## config.mk

```make
export PLATFORM = sky130hd
export DESIGN_NAME = cdp_unit
export DESIGN_NICKNAME = d
export VERILOG_FILES = /design/src/hdl/cdp_pkg.sv /design/src/hdl/cdp_unit.sv
export SDC_FILE = /design/constraint.sdc
export NUM_CORES = 1
export LEC_CHECK = 0
export ABC_AREA = 0
export ABC_CLOCK_PERIOD_IN_PS = 3900
export BUFFER_PORTS_ARGS = -buffer_cell sky130_fd_sc_hd__buf_2
export CAP_MARGIN = 20
export CELL_PAD_IN_SITES_DETAIL_PLACEMENT = 1
export CELL_PAD_IN_SITES_GLOBAL_PLACEMENT = 2
export CORE_ASPECT_RATIO = 0.8
export CORE_MARGIN = 5
export CORE_UTILIZATION = 41
export DETAILED_ROUTE_END_ITERATION = 10
export GPL_TIMING_DRIVEN = 0
export PLACE_DENSITY_LB_ADDON = 0.3
export SYNTH_ARGS = -nofsm -noshare
export SYNTH_HDL_FRONTEND = slang
export SYNTH_SLANG_ARGS = --single-unit
```

## constraint.sdc

```tcl
create_clock -name clock -period 3.9 [get_ports clock]
set_input_delay 0.585 -clock clock [delete_from_list [all_inputs] [get_ports clock]]
set_output_delay 0.585 -clock clock [all_outputs]
set_load 0.005 [all_outputs]
```

## src/hdl/cdp_pkg.sv

```systemverilog
// cdp_pkg: constants for the compare / dead-band / steering unit
// assumes a plain register port with 4-bit word index and 8-bit data
package cdp_pkg;
   // ------------------------------------------------------------
   // register indices
   // ------------------------------------------------------------
   localparam logic [3:0] REG_TMR_LO   = 4'h0;
   localparam logic [3:0] REG_TMR_HI   = 4'h1;
   localparam logic [3:0] REG_CMP_LO   = 4'h2;
   localparam logic [3:0] REG_CMP_HI   = 4'h3;
   localparam logic [3:0] REG_UNIT_CTL = 4'h4;
   localparam logic [3:0] REG_DEL      = 4'h5;
   localparam logic [3:0] REG_STEER    = 4'h6;
   localparam logic [3:0] REG_STATUS   = 4'h7;
   localparam logic [3:0] REG_CONFIG   = 4'h8;
   localparam logic [3:0] REG_DUTY     = 4'h9;
   // ------------------------------------------------------------
   // reset values and fields
   // ------------------------------------------------------------
   localparam logic [7:0]  RST_BYTE    = 8'h00;
   localparam logic [15:0] TMR_MAX     = 16'hffff;
   localparam logic [15:0] TMR_ZERO    = 16'h0000;
   localparam int          STS_TOVF    = 0;
   localparam int          STS_CMPF    = 1;
   localparam int          STS_SHDN    = 2;
   localparam int          CFG_TOIE    = 0;
   localparam int          CFG_TBSEL   = 1;   // 3-bit field 3:1
   localparam int          CFG_ADON    = 4;
   localparam int          CFG_UNIT2   = 5;
   localparam int          DEL_RSEN    = 7;
   // ------------------------------------------------------------
   // mode encodings of unit_mode_select
   // ------------------------------------------------------------
   typedef enum logic [3:0]
   {
      CDP_M_OFF    = 4'b0000,
      CDP_M_TOG    = 4'b0010,
      CDP_M_SETHI  = 4'b1000,
      CDP_M_SETLO  = 4'b1001,
      CDP_M_SWIRQ  = 4'b1010,
      CDP_M_TRIG   = 4'b1011
   } cdp_mode_t;
endpackage : cdp_pkg

```

## src/hdl/cdp_unit.sv

```systemverilog
// cdp_unit: compare unit, time-base timers, dead band and pulse steering
// assumes registers on a plain strobe port, shutdown input from a pin
//
// Behaviour
// - each 16-bit timer counts up and wraps to zero; the selected one latches the overflow flag
// - overflow interrupt raised only when its enable bit is set
// - trigger compare mode: match resets the selected timer
// - second unit's trigger starts a conversion only if converter enabled
// - timer write in same cycle as trigger reset wins
// - trigger reset zeroes count without setting overflow flag
// - match drives pin high, low, toggles or leaves it per mode
// - compare flag set in the same cycle the match acts on pin
// - writing zero to control register forces compare output low
// - software interrupt mode: match sets only the flag
// - per-unit select field chooses time base among timers one to eight
// - half-bridge: inactive-to-active edge delayed by dead band
// - dead band equals 7-bit count in instruction cycles
// - restart enable: shutdown status self-clears; else software clears it
// - single-output mode steers one waveform to any of four pins
// - steering mode: mode bits 1:0 set output polarity
// - shutdown in steering mode acts only on enabled pins
//
// Decided for this implementation: the plain strobed port and the register addresses.
`timescale 1ns/100ps
module cdp_unit
   import cdp_pkg::*;
(
   // clock and reset
   input  wire logic              clock,
   input  wire logic              rst_n,
   // register port
   input  wire logic [3:0]        regAddr,
   input  wire logic [7:0]        regWrData,
   input  wire logic              regWr,
   input  wire logic              regRd,
   output logic [7:0]             regRdData,
   // pins and events
   input  wire logic              shutdownPin,
   output logic                   compareOut,
   output logic [3:0]             pwmOutputPins,
   output logic                   timerOverflowIrq,
   output logic                   adcStart
);
   import cdp_pkg::*;

   // ------------------------------------------------------------
   // state
   // ------------------------------------------------------------
   logic [15:0] timerCountPair_q [8];
   logic [15:0] timerCountPair_d [8];
   logic [15:0] compareValueReg_q, compareValueReg_d;
   logic [7:0]  unitControlReg_q, unitControlReg_d;
   logic [7:0]  deadBandCtl_q, deadBandCtl_d;
   logic [3:0]  steeringControlReg_q, steeringControlReg_d;
   logic [7:0]  config_q, config_d;
   logic [7:0]  duty_q, duty_d;
   logic [7:0]  pwmPhase_q, pwmPhase_d;
   logic        timerOvfFlag_q, timerOvfFlag_d;
   logic        compareIrqFlag_q, compareIrqFlag_d;
   logic        shutdownStatus_q, shutdownStatus_d;
   logic        compareOut_q, compareOut_d;
   logic [6:0]  dbCntA_q, dbCntA_d, dbCntB_q, dbCntB_d;
   logic [3:0]  pins_q, pins_d;
   logic [7:0]  rdData_q, rdData_d;
   logic        irq_q, irq_d, adc_q, adc_d;
   logic        shdnMeta_q, shdnSync_q;

   // ------------------------------------------------------------
   // decode helpers
   // ------------------------------------------------------------
   logic [2:0]  tbSel;
   logic [3:0]  mode;
   logic        match, trig, wrTmrLo, wrTmrHi, wrCtl;
   logic        pwmRaw, pwmMode, steerMode, halfBridge;
   logic [3:0]  rawPins;

   function automatic logic isWrite(input logic [3:0] a, input logic [3:0] r, input logic w);
      isWrite = w && (a == r);
   endfunction : isWrite

   assign tbSel     = config_q[CFG_TBSEL +: 3];
   assign mode      = unitControlReg_q[3:0];
   // toggle and the 10xx compare codes share one equality test
   assign match     = ((mode[3:2] == 2'b10) || (mode == CDP_M_TOG))
                      && (timerCountPair_q[tbSel] == compareValueReg_q);
   assign trig      = match && (mode == CDP_M_TRIG);
   assign wrTmrLo   = isWrite(regAddr, REG_TMR_LO, regWr);
   assign wrTmrHi   = isWrite(regAddr, REG_TMR_HI, regWr);
   assign wrCtl     = isWrite(regAddr, REG_UNIT_CTL, regWr);
   assign pwmMode   = (mode[3:2] == 2'b11);
   assign steerMode = pwmMode && (unitControlReg_q[7:6] == 2'b00);
   assign halfBridge = pwmMode && (unitControlReg_q[7:6] == 2'b10);
   assign pwmRaw    = (pwmPhase_q < duty_q);

   // shutdown pin crosses in through two flops
   always_ff @(posedge clock or negedge rst_n)
   begin
      if (!rst_n)
      begin
         shdnMeta_q <= 1'b0;
         shdnSync_q <= 1'b0;
      end
      else
      begin
         shdnMeta_q <= shutdownPin;
         shdnSync_q <= shdnMeta_q;
      end
   end

   // ------------------------------------------------------------
   // timers and compare
   // ------------------------------------------------------------
   always_comb
   begin
      timerCountPair_d  = timerCountPair_q;
      timerOvfFlag_d    = timerOvfFlag_q;
      compareIrqFlag_d  = compareIrqFlag_q;
      compareOut_d      = compareOut_q;
      for (int i = 0; i < 8; i++)
      begin
         timerCountPair_d[i] = timerCountPair_q[i] + 16'h0001;
      end
      // overflow flag: software clears by writing 0, wrap wins
      if (isWrite(regAddr, REG_STATUS, regWr) && !regWrData[STS_TOVF])
         timerOvfFlag_d = 1'b0;
      if (timerCountPair_q[tbSel] == TMR_MAX)
         timerOvfFlag_d = 1'b1;
      if (trig)
         timerCountPair_d[tbSel] = TMR_ZERO;
      if (wrTmrLo)
         timerCountPair_d[tbSel][7:0] = regWrData;
      if (wrTmrHi)
         timerCountPair_d[tbSel][15:8] = regWrData;
      if (isWrite(regAddr, REG_STATUS, regWr) && !regWrData[STS_CMPF])
         compareIrqFlag_d = 1'b0;
      if (match)
      begin
         compareIrqFlag_d = 1'b1;
         case (mode)
            CDP_M_SETHI: compareOut_d = 1'b1;
            CDP_M_SETLO: compareOut_d = 1'b0;
            CDP_M_TOG:   compareOut_d = !compareOut_q;
            default:     compareOut_d = compareOut_q;
         endcase
      end
      if (wrCtl && regWrData == RST_BYTE)
         compareOut_d = 1'b0;
   end

   // ------------------------------------------------------------
   // register writes, status, pwm, dead band, steering
   // ------------------------------------------------------------
   always_comb
   begin
      compareValueReg_d    = compareValueReg_q;
      unitControlReg_d     = unitControlReg_q;
      deadBandCtl_d        = deadBandCtl_q;
      steeringControlReg_d = steeringControlReg_q;
      config_d             = config_q;
      duty_d               = duty_q;
      shutdownStatus_d     = shutdownStatus_q;
      pwmPhase_d           = pwmPhase_q + 8'h01;
      if (isWrite(regAddr, REG_CMP_LO, regWr)) compareValueReg_d[7:0] = regWrData;
      if (isWrite(regAddr, REG_CMP_HI, regWr)) compareValueReg_d[15:8] = regWrData;
      if (wrCtl) unitControlReg_d = regWrData;
      if (isWrite(regAddr, REG_DEL, regWr)) deadBandCtl_d = regWrData;
      if (isWrite(regAddr, REG_STEER, regWr)) steeringControlReg_d = regWrData[3:0];
      if (isWrite(regAddr, REG_CONFIG, regWr)) config_d = regWrData;
      if (isWrite(regAddr, REG_DUTY, regWr)) duty_d = regWrData;
      // shutdown status: software clear whenever the synced pin is low, with or without restart
      if (isWrite(regAddr, REG_STATUS, regWr) && !regWrData[STS_SHDN] && !shdnSync_q)
         shutdownStatus_d = 1'b0;
      if (deadBandCtl_q[DEL_RSEN] && !shdnSync_q)
         shutdownStatus_d = 1'b0;
      if (shdnSync_q)
         shutdownStatus_d = 1'b1;
   end

   // dead band counters: count while the wanted level is active
   always_comb
   begin
      dbCntA_d = pwmRaw ? ((dbCntA_q == deadBandCtl_q[6:0]) ? dbCntA_q : dbCntA_q + 7'h01)
                        : 7'h00;
      dbCntB_d = !pwmRaw ? ((dbCntB_q == deadBandCtl_q[6:0]) ? dbCntB_q : dbCntB_q + 7'h01)
                         : 7'h00;
      // active edge waits the count; inactive edge is immediate
      rawPins = {4{pwmRaw}};
      // the held count is cycles already waited, so a count of n holds n cycles
      if (halfBridge)
         rawPins = {2'b00, !pwmRaw && (dbCntB_q == deadBandCtl_q[6:0]),
                    pwmRaw && (dbCntA_q == deadBandCtl_q[6:0])};
      pins_d = 4'h0;
      if (steerMode)
      begin
         for (int i = 0; i < 4; i++)
         begin
            if (steeringControlReg_q[i])
               pins_d[i] = shutdownStatus_q ? 1'b0
                         : (pwmRaw ^ (i < 2 ? mode[1] : mode[0]));
         end
      end
      else if (halfBridge && !shutdownStatus_q)
         pins_d = rawPins;
   end

   // ------------------------------------------------------------
   // event outputs and read mux
   // ------------------------------------------------------------
   always_comb
   begin
      irq_d = timerOvfFlag_q && config_q[CFG_TOIE];
      adc_d = trig && config_q[CFG_UNIT2] && config_q[CFG_ADON];
      rdData_d = 8'h00;
      if (regRd)
      begin
         case (regAddr)
            REG_TMR_LO:   rdData_d = timerCountPair_q[tbSel][7:0];
            REG_TMR_HI:   rdData_d = timerCountPair_q[tbSel][15:8];
            REG_CMP_LO:   rdData_d = compareValueReg_q[7:0];
            REG_CMP_HI:   rdData_d = compareValueReg_q[15:8];
            REG_UNIT_CTL: rdData_d = unitControlReg_q;
            REG_DEL:      rdData_d = deadBandCtl_q;
            REG_STEER:    rdData_d = {4'h0, steeringControlReg_q};
            REG_STATUS:   rdData_d = {5'h00, shutdownStatus_q, compareIrqFlag_q, timerOvfFlag_q};
            REG_CONFIG:   rdData_d = config_q;
            REG_DUTY:     rdData_d = duty_q;
            default:      rdData_d = 8'h00;
         endcase
      end
   end

   // all registered state except the shutdown synchroniser
   always_ff @(posedge clock or negedge rst_n)
   begin
      if (!rst_n)
      begin
         for (int i = 0; i < 8; i++) timerCountPair_q[i] <= TMR_ZERO;
         compareValueReg_q    <= TMR_ZERO;
         unitControlReg_q     <= RST_BYTE;
         deadBandCtl_q        <= RST_BYTE;
         steeringControlReg_q <= 4'h0;
         config_q             <= RST_BYTE;
         duty_q               <= RST_BYTE;
         pwmPhase_q           <= RST_BYTE;
         timerOvfFlag_q       <= 1'b0;
         compareIrqFlag_q     <= 1'b0;
         shutdownStatus_q     <= 1'b0;
         compareOut_q         <= 1'b0;
         dbCntA_q             <= 7'h00;
         dbCntB_q             <= 7'h00;
         pins_q               <= 4'h0;
         rdData_q             <= RST_BYTE;
         irq_q                <= 1'b0;
         adc_q                <= 1'b0;
      end
      else
      begin
         timerCountPair_q     <= timerCountPair_d;
         compareValueReg_q    <= compareValueReg_d;
         unitControlReg_q     <= unitControlReg_d;
         deadBandCtl_q        <= deadBandCtl_d;
         steeringControlReg_q <= steeringControlReg_d;
         config_q             <= config_d;
         duty_q               <= duty_d;
         pwmPhase_q           <= pwmPhase_d;
         timerOvfFlag_q       <= timerOvfFlag_d;
         compareIrqFlag_q     <= compareIrqFlag_d;
         shutdownStatus_q     <= shutdownStatus_d;
         compareOut_q         <= compareOut_d;
         dbCntA_q             <= dbCntA_d;
         dbCntB_q             <= dbCntB_d;
         pins_q               <= pins_d;
         rdData_q             <= rdData_d;
         irq_q                <= irq_d;
         adc_q                <= adc_d;
      end
   end

   assign regRdData        = rdData_q;
   assign compareOut       = compareOut_q;
   assign pwmOutputPins    = pins_q;
   assign timerOverflowIrq = irq_q;
   assign adcStart         = adc_q;
endmodule : cdp_unit

```

* Word level (Yosys, flattened, before mapping)
Cells that the tools add are included.
** Operators by class
- Add/subtract/negate cells :: 11
- $lt $le $gt $ge :: 3
- Equality and inequality tests :: 22
- Mux-type cells :: 39
- Bitwise logic cells :: 5
- Reduce and logical (&&, ||, !) cells :: 44
** Operator list (number)
- 2-to-1 mux 128 bit :: 3
- bitwise mux 128 bit :: 2
- demux 16 bit (select 3 bit) :: 3
- adder 16 x 1 -> 16 bit (second input constant) :: 8
- AND 128 bit :: 1
- inverter 128 bit :: 1
- case mux 8 bit (10 select lines) :: 1
- 2-to-1 mux 16 bit :: 4
- binary-select mux 16 bit (select 3 bit) :: 1
- 2-to-1 mux 7 bit :: 4
- logical AND 1 bit :: 27
- equality test 4 bit (second input constant) :: 5
- equality test 16 bit :: 1
- equality test 16 bit (second input constant) :: 1
- equality test 4 x 3 -> 1 bit (second input constant) :: 4
- 2-to-1 mux 8 bit :: 2
- 2-to-1 mux 1 bit :: 15
- adder 7 x 1 -> 7 bit (second input constant) :: 2
- equality test 7 bit :: 2
- equality test 4 x 2 -> 1 bit (second input constant) :: 3
- 2-to-1 mux 4 bit :: 3
- adder 8 x 1 -> 8 bit (second input constant) :: 1
- zero test 8 bit :: 1
- < comparator 8 bit :: 1
- other kinds (16) :: 28
** Word-level totals
- Flip-flop bits (word level) :: 222
- Input bits :: 17
- Output and inout bits :: 15
- Logic and storage cells :: 152

* Depth between registers and ports, before layout
- Word-level depth :: 12
- Mapped depth :: 15
- Gate-level depth less buffers :: 9

* Worst setup path after synthesis
No wires, ideal clock.
- Kind :: register to register
- Start :: register config_q[2]
- End :: register timerCountPair_q[104] (netlist name)
- Library setup time :: 0.142 ns
- Data arrival time :: 2.686 ns
- Data required time :: 3.758 ns
- Setup slack :: 1.071 ns
- Stages on the path, launching flop included :: 13
- Path buffers :: 4
- Period minus slack after synthesis :: 2.829 ns
- Cell sequence :: dfrtp_1 -> buf_6 -> mux4_2 -> mux2i_4 -> xor2_1 -> nand2_1 -> or4_1 -> nand4bb_4 -> nor3_2 -> buf_4 -> buf_8 -> buf_8 -> o31ai_2
** RTL lines
- start: declaration :: RTL line cdp_unit.sv:55 : logic [7:0] config_q, config_d;
- start signal: assignment :: RTL line cdp_unit.sv:263 : config_q <= config_d;
- end signal: assignment :: RTL line cdp_unit.sv:258 : timerCountPair_q <= timerCountPair_d;
- end: declaration :: RTL line cdp_unit.sv:49 : logic [15:0] timerCountPair_q [8];

==> impl_metrics.yaml <==
finish:
  drive_gt1_share_pct: 12.6
  syn_to_final_growth_pct: 12.2
  utilization_pct: 46.5
  fin_nets: 1590
  antenna_cells: 0
synthesis:
  yosys.area_share.xor_xnor_pct: 10.1
  synth_top_cell_area_share_pct: 39.9
  synth_ff_type: "dfrtp_1"
  ys_seq_area_share_pct: 39.9
  synth_fa_ha_area_share_pct: 1.62
  ys_ff_latch: 222
  synth_top_family_by_area: "simple AND/OR/NAND/NOR gates"
  synth_compound_area_share_pct: 16.4
  yosys_warnings: 0
  syn_area_um2: 13900
  synth_cell_type_count: 69
  yosysMostFrequentCell: "dfrtp_1"
  synth_edf_count: 0
  async_reset_ff_share_pct: 100
  synthTopCellsByArea: "dfrtp_1 40%, xor2_1 5.3%, nor2_1 5.3%"
  yosys.area.top_type: "dfrtp_1"
  syn_inst: 1496
  synth-simple-area-share_pct: 17.5
  synth.avg_cell_area_um2: 9.30
  synth.mux.area_fraction_pct: 10.3
  synth_common_cells: "222 x dfrtp_1, 196 x nor2_1, 113 x nand2_1"
  mappedNetlistNets: 1531
worst_setup_path:
  critPathSlowestCell: "dfrtp_1"
  cpPeakStageDelay_ps: 490
  reg2reg_from: "config_q[1]$_DFFE_PN0P_"
  cp-end-kind: "register"
  critPathMaxFanout: 10
  cp_cell_sequence: "buf_6 -> buf_2 -> buf_4 -> mux2i_1 -> nand2_1 -> nand3_1 -> xor2_1 -> nand4_1 -> or2_1 -> nor3_2 -> buf_4 -> buf_8 -> buf_8 -> o31ai_2"
  r2r.worst_path.cells: 14
  r2r_slack_ps: 10
  cp.required_ps: 4310
  worstPathArrival_ps: 4290
  critPathKind: "reg -> reg"
  reg2reg_to: "timerCountPair_q[93]$_DFF_PN0_"
  cp-start-kind: "register"
  startpoint: "config_q[1]$_DFFE_PN0P_"
global_routing:
  grt_antenna_before_repair: 1
  grt_max_degree: 117
  grt_pass1_wl_um: 83200
  grt-ovfl-total: 0
  grt_pass1_vias: 12537
  track_usage_pct: 29.0
drt:
  wl_per_cell_um: 28.0
  num_vias: 12583
  antenna_left: 0
  drt-total-wl_um: 56200
  drc: 0
  drt_iter0_drc: 1282
  via_per_inst: 6.26
  firstDrtPassIters: 5
sta:
  fin_crit_sh_pct: 99.6
  worst_pin_slew_ps: 1150
  holdWs_ps: 114
  min_period_ps: 3890
  hold_viol: 0
  max_freq_ghz: 0.257
  final-setup-viol-count: 0
  relSlewSlack_pct: 23.1
  skew_ps: 21.7
  tns_ps: 0
  finalMaxSlewViolations: 0
  fin_ws_ps: 15.0
  rsz0062_at_grt: "no"
place:
  portBuffers: 27
  gp_congestion: 0.945
  hpwl_um: 41600
  post-place-ws_ps: 22.8
die:
  initial_core_util_pct: 41.5
  fp.dieH_um: 175
  die_area_um2: 37800
  core_um2: 33600
  pin_count: 32
  core.rowCount: 60
  fp.dieW_um: 216
power:
  leakage_nw: 6.40
  power_mw: 9.24
  powerDensity_nw_per_um2: 592
  ir_drop_uv: 340
clock_network:
  clk_root_buffer_cell: "clkbuf_16"
  htreeDepth: 1
  path_clk_slew_ps: 60
  cts_num_sinks: 222
  cts_buffers: 27
  cts_buffer_depth: 3
  tritoncts: "done"
  clk_latency_ps: 560
flow_run:
  maxCapViolCount: 0
min_path:
  hold_path.class: "in -> async"
outcome:
  outcome: "finished, final reports clean"
-- sequential cells by signal (all words and copies together) (netlist names), 8 cells and up --
name / flops
compareValueReg_q: 16
config_q: 8
deadBandCtl_q: 8
duty_q: 8
pwmPhase_q: 8
regRdData: 8
timerCountPair_q: 128
unitControlReg_q: 8
-- what timing repair did --
item                                    in CTS  in global routing
endpoints found under the setup margin       0                 99
hold buffers                                 0                  0
resized for setup                            0                  9
buffers inserted                             0                  2
-- layout make-up --
cell class	count	area (um^2)
Multi-Input combinational cell	1144	7780
Clock inverter	9	131
Tap cell	434	543
Clock buffer	41	808
Inverter	21	78.8
Timing Repair Buffer	30	188
Sequential cell	222	5560
Fill cell	3877	17900
Buffer	109	523
-- layout by cell type (no fill, tap or decap), types with 6 or more instances in the layout --
master | netlist | final
clkbuf_8 | 0 | 8
buf_2 | 16 | 36
nand2b_1 | 10 | 10
a22oi_1 | 11 | 11
o21ai_0 | 37 | 37
a21oi_1 | 33 | 32
nand4_1 | 22 | 22
o221ai_1 | 6 | 6
mux2i_1 | 34 | 34
nor2_1 | 196 | 196
nor2b_1 | 17 | 17
xnor2_1 | 76 | 76
nor4_1 | 6 | 6
mux4_2 | 15 | 15
a31oi_1 | 105 | 105
nand2_1 | 113 | 113
xor2_1 | 85 | 85
inv_1 | 19 | 19
clkbuf_1 | 82 | 88
nand3_1 | 61 | 61
nor3_1 | 17 | 17
o22ai_1 | 10 | 10
dfrtp_1 | 222 | 222
o31ai_1 | 92 | 92
and2_1 | 11 | 11
mux2_2 | 60 | 60
ha_1 | 18 | 18
o31ai_2 | 10 | 10
clkbuf_16 | 0 | 27
and3_1 | 31 | 31
and4_1 | 11 | 11
-- how the worst max path moves through the flow --
stage,slack [ps],to
2_1_floorplan,1070,timerCountPair_q[104]$_DFF_PN0_
3_3_place_gp,-2020,pwmPhase_q[6]$_DFF_PN0_
3_5_place_dp,20,timerCountPair_q[127]$_DFF_PN0_
4_1_cts,10,timerCountPair_q[127]$_DFF_PN0_
5_1_grt,10,timerCountPair_q[122]$_DFF_PN0_
6_report,10,timerCountPair_q[93]$_DFF_PN0_
-- routing by layer --
| metal | part of all wire, % | wire, um | vias up | GRT usage (%) |
|---|---|---|---|---|
| li1 | - | - | 5549 | - |
| met1 | 47 | 26600 | 6430 | 44.9 |
| met2 | 40 | 22700 | 502 | 40.3 |
| met3 | 9.7 | 5440 | 102 | 7.07 |
| met4 | 2.7 | 1530 | 0 | 7.10 |
| met5 | 0 | 0 | - | 0 |
-- kinds of logic (layout without fill, tap and decap cells) --
| kind of cell | after synthesis | after routing |
|---|---|---|
| adders and majority gates | 18 | 18 |
| buffers and inverters | 130 | 210 |
| muxes | 113 | 113 |
| DFF | 222 | 222 |
| xor gates and xnor gates | 161 | 161 |
| AOI/OAI and AO/OA | 336 | 336 |
| and+or+nand+nor | 516 | 516 |
-- power breakdown --
| group | leakage (nW) | internal [mW] | switching (mW) | total, mW |
|---|---|---|---|---|
| registers | 2.40 | 2.72 | 0.759 | 3.48 |
| clock network | 0.453 | 1.62 | 1.08 | 2.70 |
| logic | 3.55 | 1.27 | 1.79 | 3.06 |
| total | 6.40 | 5.62 | 3.62 | 9.24 |
-- per-stage QoR --
step / cells / cell area [um^2]
after floorplan: 1496 / 13900
after global placement: 1957 / 14600
after detailed placement: 1958 / 14600
after CTS: 2008 / 15600
after global routing: 2010 / 15600
final: 2010 / 15600
-- worst max-delay path, delay by kind of cell, from the launching register on --
| family | cells | cell delay, ps |
|---|---|---|
| simple gates | 5 | 1090 |
| xor+xnor | 1 | 170 |
| compound gates | 1 | 80 |
| mux | 1 | 340 |
| buf+inv | 6 | 1540 |
| flops | 1 | 490 |
(Power assumes the default switching activity.)
